==> src/rtl/lock_pkg.sv <==
// How it works
// Mode 0 current, 1 load angle controller
// Lock delay zero never locks, default
// Delay 1..32767 ms dwell before locking
// Frame 8 increments (1000), 4 (500)
// Nonzero delay locks automatically on dwell
// Setpoint change or frame exit unlocks immediately
// Locked: stop commutation, hold, holding current
// Host tunes gains only while unlocked
// Commanded speed capped at 5850 rpm
// Step frequency 195 or 390 kHz
// Host keeps derivative 3..12 times proportional
// Host starts derivative at seven times proportional
// Host keeps integral below proportional/50
// Host sets idle integral when integral zero
// Point-to-point holds commands until in window
// Host: proportional above 1000 needs period 500
// Host retunes after controller mode change
// Save command stores current parameter set
// Holding current 0..100 percent, default 50
// Target reached after two in-window periods
// Evaluate dwell and lock each sampling period
package lock_pkg;
	localparam int          CLK_HZ           = 100000000;
	localparam int          MS_CYCLES        = CLK_HZ / 1000;
	localparam int          US_CYCLES        = CLK_HZ / 1000000;
	localparam logic [15:0] LOCK_DELAY_RST   = 16'h0000;
	localparam logic [15:0] LOCK_DELAY_MAX   = 16'h7fff;
	localparam logic [6:0]  HOLD_PCT_RST     = 7'h32;
	localparam logic [6:0]  HOLD_PCT_MAX     = 7'h64;
	localparam logic [6:0]  FULL_PCT         = 7'h64;
	localparam logic [3:0]  FRAME_1000       = 4'h8;
	localparam logic [3:0]  FRAME_500        = 4'h4;
	localparam logic [1:0]  IN_WINDOW_PERIODS = 2'h2;
	localparam logic [12:0] MAX_RPM          = 13'h16da;
	localparam logic [19:0] MAX_FREQ_500_HZ  = 20'h2f9b8;
	localparam logic [19:0] MAX_FREQ_1000_HZ = 20'h5f370;
	localparam logic [1:0]  PERIOD_500US     = 2'h0;
	localparam logic [1:0]  PERIOD_1000US    = 2'h1;
	localparam logic [1:0]  PERIOD_2000US    = 2'h2;
	localparam logic [15:0] PGAIN_RST        = 16'h00c8;
	localparam logic [15:0] DGAIN_RST        = 16'h0578;
	localparam logic [15:0] IGAIN_RST        = 16'h0000;
	localparam logic [15:0] IDLE_IGAIN_RST   = 16'h0001;
	localparam logic        MODE_RST         = 1'b0;
	localparam logic [1:0]  PERIOD_RST       = PERIOD_1000US;
	typedef enum logic [0:0] {CTRL_CURRENT, CTRL_LOAD_ANGLE} ctrl_mode_e;
	typedef enum {ST_REGULATED, ST_DWELL, ST_LOCKED} lock_state_e;

	// Sampling period length in clock cycles
	function automatic logic [17:0] periodCycles(input logic [1:0] sel, input int usCycles);
		case (sel)
			PERIOD_500US:  periodCycles = 18'(500 * usCycles);
			PERIOD_2000US: periodCycles = 18'(2000 * usCycles);
			default:       periodCycles = 18'(1000 * usCycles);
		endcase
	endfunction
endpackage

==> src/rtl/stepper_lock.sv <==
`timescale 1ns/1ps
module stepper_lock
	import lock_pkg::*;
#(
	parameter int POS_W    = 24,
	parameter int CLK_HZ_P = CLK_HZ
)(
	// Clock and reset
	input  wire logic              ref_clk,
	input  wire logic              rst,
	// Parameter write port
	input  wire logic              paramWrite,
	input  wire logic              controllerModeSelect,
	input  wire logic [15:0]       lockDelaySetting,
	input  wire logic [6:0]        holdingCurrentPercent,
	input  wire logic [1:0]        samplingPeriod,
	input  wire logic [15:0]       proportionalGain,
	input  wire logic [15:0]       derivativeGain,
	input  wire logic [15:0]       integralGain,
	input  wire logic [15:0]       idleIntegralGain,
	input  wire logic              encoderResolution1000,
	input  wire logic              saveParameterSet,
	// Positions and motion
	input  wire logic [POS_W-1:0]  referencePos,
	input  wire logic [POS_W-1:0]  measuredPos,
	input  wire logic [11:0]       positionWindow,
	input  wire logic              moveRequest,
	input  wire logic [12:0]       speedRequestRpm,
	input  wire logic [19:0]       stepFreqRequest,
	// Status and drive outputs
	output logic                   locked,
	output logic                   commutationEnable,
	output logic [6:0]             driveCurrentPercent,
	output logic                   loadAngleMode,
	output logic                   targetReached,
	output logic                   moveAccept,
	output logic [12:0]            speedCmdRpm,
	output logic [19:0]            stepFreqCmd,
	output logic                   saveStrobe,
	output logic [1:0]             activePeriod,
	output logic [15:0]            savedProportionalGain,
	output logic [15:0]            savedDerivativeGain,
	output logic [15:0]            savedIntegralGain,
	output logic [15:0]            savedIdleIntegralGain,
	output logic [1:0]             savedPeriod,
	output logic                   savedMode
);
	lock_state_e     state_reg, state_next;
	logic [15:0]     delay_reg, delay_next;
	logic [6:0]      hold_reg, hold_next;
	logic            mode_reg, mode_next;
	logic [1:0]      period_reg, period_next;
	logic [15:0]     dwell_reg, dwell_next;
	logic [POS_W-1:0] refPrev_reg;
	logic [1:0]      inWin_reg, inWin_next;
	logic            moving_reg, moving_next;
	logic            sampleTick, msTick;
	logic            refChanged, inFrame, inWindow;
	logic [POS_W-1:0] dev;
	logic [3:0]      frameWidth;
	logic [19:0]     freqCap;

	sample_tick #(
		.CLK_HZ_P (CLK_HZ_P)
	) u_tick (
		.ref_clk        (ref_clk),
		.rst            (rst),
		.samplingPeriod (period_reg),
		.sampleTick     (sampleTick),
		.msTick         (msTick)
	);

	always_comb
	begin
		dev        = (measuredPos >= referencePos) ? measuredPos - referencePos
		                                           : referencePos - measuredPos;
		frameWidth = encoderResolution1000 ? FRAME_1000 : FRAME_500;
		inFrame    = dev <= POS_W'(frameWidth);
		inWindow   = dev <= POS_W'(positionWindow);
		refChanged = referencePos != refPrev_reg;
	end

	// Parameters, with range clipping
	always_comb
	begin
		delay_next  = delay_reg;
		hold_next   = hold_reg;
		mode_next   = mode_reg;
		period_next = period_reg;
		if (paramWrite)
		begin
			mode_next   = controllerModeSelect;
			delay_next  = (lockDelaySetting > LOCK_DELAY_MAX) ? LOCK_DELAY_MAX
			                                                 : lockDelaySetting;
			hold_next   = (holdingCurrentPercent > HOLD_PCT_MAX) ? HOLD_PCT_MAX
			                                                    : holdingCurrentPercent;
			period_next = (samplingPeriod > PERIOD_2000US) ? PERIOD_1000US : samplingPeriod;
		end
	end

	// Lock state machine; dwell counts ms, checked on each sample tick
	always_comb
	begin
		state_next = state_reg;
		dwell_next = dwell_reg;
		if (msTick && dwell_reg != 16'hffff)
			dwell_next = dwell_reg + 16'd1;
		case (state_reg)
			ST_REGULATED:
			begin
				dwell_next = '0;
				if (sampleTick && delay_reg != '0 && inFrame && !refChanged)
					state_next = ST_DWELL;
			end
			ST_DWELL:
			begin
				if (refChanged || delay_reg == '0)
					state_next = ST_REGULATED;
				else if (sampleTick)
				begin
					if (!inFrame)
						state_next = ST_REGULATED;
					else if (dwell_reg >= delay_reg)
						state_next = ST_LOCKED;
				end
			end
			ST_LOCKED:
				if (refChanged || !inFrame || delay_reg == '0)
					state_next = ST_REGULATED;
			default:
				state_next = ST_REGULATED;
		endcase
	end

	// Target reached after consecutive in-window samples; moves gated on it
	always_comb
	begin
		inWin_next  = inWin_reg;
		moving_next = moving_reg;
		if (sampleTick)
			inWin_next = !inWindow ? 2'd0
			           : (inWin_reg == IN_WINDOW_PERIODS) ? inWin_reg : inWin_reg + 2'd1;
		if (refChanged)
			inWin_next = 2'd0;
		if (moveAccept)
			moving_next = 1'b1;
		else if (inWin_reg == IN_WINDOW_PERIODS)
			moving_next = 1'b0;
	end

	always_ff @(posedge ref_clk)
	begin
		if (rst)
		begin
			state_reg   <= ST_REGULATED;
			delay_reg   <= LOCK_DELAY_RST;
			hold_reg    <= HOLD_PCT_RST;
			mode_reg    <= MODE_RST;
			period_reg  <= PERIOD_RST;
			dwell_reg   <= '0;
			refPrev_reg <= '0;
			inWin_reg   <= '0;
			moving_reg  <= 1'b0;
		end
		else
		begin
			state_reg   <= state_next;
			delay_reg   <= delay_next;
			hold_reg    <= hold_next;
			mode_reg    <= mode_next;
			period_reg  <= period_next;
			dwell_reg   <= dwell_next;
			refPrev_reg <= referencePos;
			inWin_reg   <= inWin_next;
			moving_reg  <= moving_next;
		end
	end

	// Saved parameter set
	always_ff @(posedge ref_clk)
	begin
		if (rst)
		begin
			saveStrobe            <= 1'b0;
			savedProportionalGain <= PGAIN_RST;
			savedDerivativeGain   <= DGAIN_RST;
			savedIntegralGain     <= IGAIN_RST;
			savedIdleIntegralGain <= IDLE_IGAIN_RST;
			savedPeriod           <= PERIOD_RST;
			savedMode             <= MODE_RST;
		end
		else
		begin
			saveStrobe <= saveParameterSet;
			if (saveParameterSet)
			begin
				savedProportionalGain <= proportionalGain;
				savedDerivativeGain   <= derivativeGain;
				savedIntegralGain     <= integralGain;
				savedIdleIntegralGain <= idleIntegralGain;
				savedPeriod           <= period_reg;
				savedMode             <= mode_reg;
			end
		end
	end

	// Limits are combinational clamps so a request never passes through uncapped
	always_comb
	begin
		freqCap             = encoderResolution1000 ? MAX_FREQ_1000_HZ : MAX_FREQ_500_HZ;
		stepFreqCmd         = (stepFreqRequest > freqCap) ? freqCap : stepFreqRequest;
		speedCmdRpm         = (speedRequestRpm > MAX_RPM) ? MAX_RPM : speedRequestRpm;
		locked              = state_reg == ST_LOCKED;
		commutationEnable   = !locked;
		driveCurrentPercent = locked ? hold_reg : FULL_PCT;
		loadAngleMode       = mode_reg == CTRL_LOAD_ANGLE;
		targetReached       = inWin_reg == IN_WINDOW_PERIODS;
		moveAccept          = moveRequest && !moving_reg;
		activePeriod        = period_reg;
	end
endmodule // stepper_lock

==> src/rtl/sample_tick.sv <==
`timescale 1ns/1ps
module sample_tick
	import lock_pkg::*;
#(
	parameter int CLK_HZ_P = CLK_HZ
)(
	// Clock and reset
	input  wire logic       ref_clk,
	input  wire logic       rst,
	// Period select and tick
	input  wire logic [1:0] samplingPeriod,
	output logic            sampleTick,
	output logic            msTick
);
	// Tick lengths follow the clock rate so both ticks stay in real time
	localparam int US_N = CLK_HZ_P / 1000000;
	localparam int MS_N = CLK_HZ_P / 1000;

	logic [17:0] periodCnt_reg, periodCnt_next;
	logic [16:0] msCnt_reg,     msCnt_next;

	always_comb
	begin
		sampleTick     = (periodCnt_reg >= periodCycles(samplingPeriod, US_N) - 18'd1);
		periodCnt_next = sampleTick ? 18'd0 : periodCnt_reg + 18'd1;
		msTick         = (msCnt_reg == 17'(MS_N - 1));
		msCnt_next     = msTick ? 17'd0 : msCnt_reg + 17'd1;
	end

	always_ff @(posedge ref_clk)
	begin
		if (rst)
		begin
			periodCnt_reg <= '0;
			msCnt_reg     <= '0;
		end
		else
		begin
			periodCnt_reg <= periodCnt_next;
			msCnt_reg     <= msCnt_next;
		end
	end
endmodule // sample_tick

==> config.mk <==
export PLATFORM = sky130hd
export DESIGN_NAME = stepper_lock
export DESIGN_NICKNAME = d
export VERILOG_FILES = /design/src/rtl/lock_pkg.sv /design/src/rtl/stepper_lock.sv /design/src/rtl/sample_tick.sv
export SDC_FILE = /design/constraint.sdc
export NUM_CORES = 1
export LEC_CHECK = 0
export BUFFER_PORTS_ARGS = -buffer_cell sky130_fd_sc_hd__buf_2
export CORE_AREA = 2 2 155 157
export DETAILED_ROUTE_END_ITERATION = 8
export DIE_AREA = 0 0 157 159
export PLACE_DENSITY = 0.81
export SETUP_SLACK_MARGIN = 0.4
export SLEW_MARGIN = 25
export SYNTH_ARGS = -nofsm -noshare
export SYNTH_HDL_FRONTEND = slang
export SYNTH_HIERARCHICAL = 1
export SYNTH_SLANG_ARGS = --single-unit
==> constraint.sdc <==
create_clock -name ref_clk -period 4 [get_ports ref_clk]
set_input_delay 0.6 -clock ref_clk [delete_from_list [all_inputs] [get_ports ref_clk]]
set_output_delay 0.6 -clock ref_clk [all_outputs]
set_load 0.01 [all_outputs]
==> key figures <==
Logic synthesis
  – Most frequent cell after synthesis: dfxtp_1
  – Mapped Area: 11100 um2
  – Largest cells by area after synthesis: dfxtp_1 (31%), ha_1 (11%), mux2i_1 (6.6%)
  – FF+latch count, synth: 174
  – Register area share after synthesis: 0.314
  – Synth Area in Simple Gates: 0.218
  – Synth area leader: dfxtp_1
  – Syn Inst Count: 1317
  – Main combinational cell family by area after synthesis: simple AND/OR/NAND/NOR gates
  – Synth top area share: 0.314
  – EDFF count, synth: 0
  – Post-synth ARST share: 0
  – Syn nets: 1609
  – Top FF cell, synth: dfxtp_1
  – Avg Cell Area, Syn: 8.41 um2
  – Synth warnings: 6
  – Post-synth top cells: dfxtp_1 (174), nor2_1 (163), inv_1 (111)
  – Post-Synth XOR/XNOR Area: 0.0617
  – Yosys cell types: 81
  – Post-synthesis compound-gate area fraction: 0.155
  – Synthesized-area fraction occupied by adder cells: 0.118
  – Mux share of post-synthesis cell area: 0.0670

GRT
  – Initial antenna violation count: 5
  – Largest net degree at the start of global routing: 73
  – Total grt overflow: 0
  – Number of global-route vias before repair: 10600
  – First-pass GRT wire length: 53.5 mm
  – Total track usage: 0.267

Detailed routing
  – DRT iter0 DRCs: 686
  – Via density: 5.44
  – Post-route antenna net violation count: 0
  – WL final: 34.4 mm
  – Routed via count: 11100
  – DR WL/cell: 16.9 um
  – Remaining DRCs: 0
  – First-pass iteration count of the detailed router: 6

Setup path
  – RR Startpoint: activePeriod[0]
  – Crit path launch type: primary input
  – Critical path data arrival time: 4180 ps
  – Worst path bufs/invs: 3
  – R2R setup slack: 960 ps
  – R2R depth: 12
  – Crit-path cells: buf_12, inv_12, ha_4, and2_4, nand3_4, or3_4, o31ai_4, buf_6, mux2i_2, xor2_1, ha_1, a21o_1, a21oi_2, o21ai_2, a221oi_2, o21ai_2, nor3_2, nand3_1, mux2i_1
  – Family with the most delay on the worst path: compound AO/OA/AOI/OAI gates
  – Crit-path max FO: 5
  – Crit path capture type: register
  – Critical-path top delay cell: o31ai_4
  – Crit path required time: 4350 ps
  – Reg2reg end: state_reg[1]
  – Worst path most repeated cell: o21ai_2
  – CP peak stage delay: 420 ps
  – Critical path type: in2reg

Floorplanning
  – # rows: 56
  – Chip height: 159 um
  – Core Region: 23200 um2
  – Die footprint: 25000 um2
  – Initial Util: 0.478
  – Ports: 304
  – Horiz. Die Dim: 157 um

Power
  – Clock share of power: 0.356
  – Leak: 6.90 nW
  – Pwr Density: 338 nW/um2
  – Overall power: 0.00493 W
  – Worst VDD drop: 314 uV
  – Sw Pwr: 0.00163 W
  – Pint: 0.00330 W
  – Switching share of power: 0.331
  – Register share of total power: 0.376
  – Combinational power share: 0.268

Hold path
  – Hold EP: savedDerivativeGain[8]
  – Hold path depth: 2
  – Worst Hold Class: in2reg
  – Hold Path Origin: derivativeGain[8]

Timing
  – Pins Over Slew Limit: 0
  – Slew headroom: 0.437
  – Post-route minimum period: 3830 ps
  – Unrepaired setup endpoints after global routing: yes
  – Worst-Margin Slew: 845 ps
  – Setup TNS: 0 ps
  – Final Hold Viols: 0
  – Fmax: 261 MHz
  – Worst-case hold slack: 357 ps
  – Setup violators final: 0
  – Worst Clk Skew: 13.6 ps
  – Final period util: 0.957
  – Setup WS post-layout: 171 ps

Placement
  – Port bufs: 302
  – DP HPWL: 26.6 mm
  – Placer's final routability congestion estimate: 0.959
  – Setup WS pre-CTS: -331 ps

Final layout
  – Synth-to-layout area growth: 31.8%
  – Share of cells above drive strength 1: 0.317
  – Fin nets: 1989
  – Max reg flops: 24

Clock tree
  – Hold Buf Count CTS: 0
  – Worst-Skew Late Latency: 440 ps
  – CTS Sinks: 174
  – CTS Buf Count: 17
  – Root Buffer: clkbuf_16
  – CTS H-Tree Depth: 4
  – CTS tree: yes
  – Worst-path clk slew: 90 ps
  – Clock Path Buffers: 2

Status
  – Status: complete, no violations

Run
  – Max Cap Violations: 0
-- timing repair --
item                                    4_1_cts  5_1_grt
pin swaps                                    32       35
cloned                                        0        0
resized for setup                            25       45
setup buffers                                 3        8
endpoints found under the setup margin        4       15
-- worst register-to-register path, delay by kind of cell, from the launching register on --
kind	cells	cell delay, ps
AO/OA/AOI/OAI	4	1380
adder cells (fa/ha/maj)	1	250
buffers and inverters	2	320
flip-flops	1	320
AND/OR/NAND/NOR	5	640
-- power by group through the flow --
stage               Sequential, W  Clock (W)  Combinational [W]
floorplan                 0.00191          0           0.000705
global placement          0.00189          0            0.00117
detailed placement        0.00189          0            0.00120
CTS                       0.00186    0.00178            0.00124
global route              0.00186    0.00184            0.00143
finish                    0.00186    0.00176            0.00132
-- cell families after synthesis --
| family | count (synthesis) |
|---|---|
| AO/OA/AOI/OAI | 250 |
| other | 1 |
| flip-flops | 174 |
| multiplexers | 74 |
| buffers and inverters | 169 |
| AND/OR/NAND/NOR | 468 |
| adder cells (fa/ha/maj) | 103 |
| XOR/XNOR | 78 |
-- metal layers --
layer | up-vias | global-route usage | share of wire
li1 | 5375 | - | -
met2 | 469 | 0.465 | 0.49
met1 | 5165 | 0.320 | 0.41
met4 | 0 | 0.101 | 0.027
met5 | - | 0 | 0
met3 | 58 | 0.0547 | 0.074
-- worst max-delay path by stage --
| stage | startpoint | to | slack, ps | depth (start not counted) |
|---|---|---|---|---|
| 6_report | referencePos[13] | inWin_reg[0] | 170 | 19 |
| 5_1_grt | referencePos[13] | inWin_reg[0] | 20 | 19 |
| 4_1_cts | measuredPos[0] | inWin_reg[0] | 260 | 21 |
| 3_5_place_dp | referencePos[21] | inWin_reg[0] | -330 | 18 |
| 3_3_place_gp | referencePos[21] | inWin_reg[0] | -230 | 18 |
| 2_1_floorplan | referencePos[13] | inWin_reg[0] | -3 | 20 |
-- stage by stage --
stage	instances	utilization	area, um2
2_1_floorplan	1317	-	11100
3_3_place_gp	1986	0.583	13500
3_5_place_dp	1986	0.583	13500
4_1_cts	2021	0.617	14300
5_1_grt	2032	0.629	14600
6_report	2034	0.629	14600
-- cells in the final DEF (no fill, tap or decap), types with 12 or more instances in the layout --
master,netlist,layout
buf_2,10,288
dfxtp_1,174,174
nor2_1,163,163
buf_4,2,117
inv_1,111,99
ha_1,101,86
mux2i_1,73,72
nand2_1,64,64
a21oi_1,67,62
xor2_1,46,46
o21ai_0,46,42
nor3_1,42,41
nand4_1,32,32
xnor2_1,32,32
nor2b_1,30,30
nand3_1,25,25
a21o_1,23,23
nor4_1,21,21
or2_2,17,17
clkbuf_16,0,17
o22ai_1,15,15
a211o_1,15,15
ha_4,0,15
a211oi_1,12,12
or3_1,12,12
-- cell type report --
class	instances	area, um2
timing repair buffer	419	2500
clock buffer	17	425
antenna	5	12.5
tap	319	399
clock inverter	15	206
multi-input combinational	974	7130
sequential	174	3480
fill	1950	8590
inverter	111	437
Note: power is estimated with default switching activity, not from simulation.
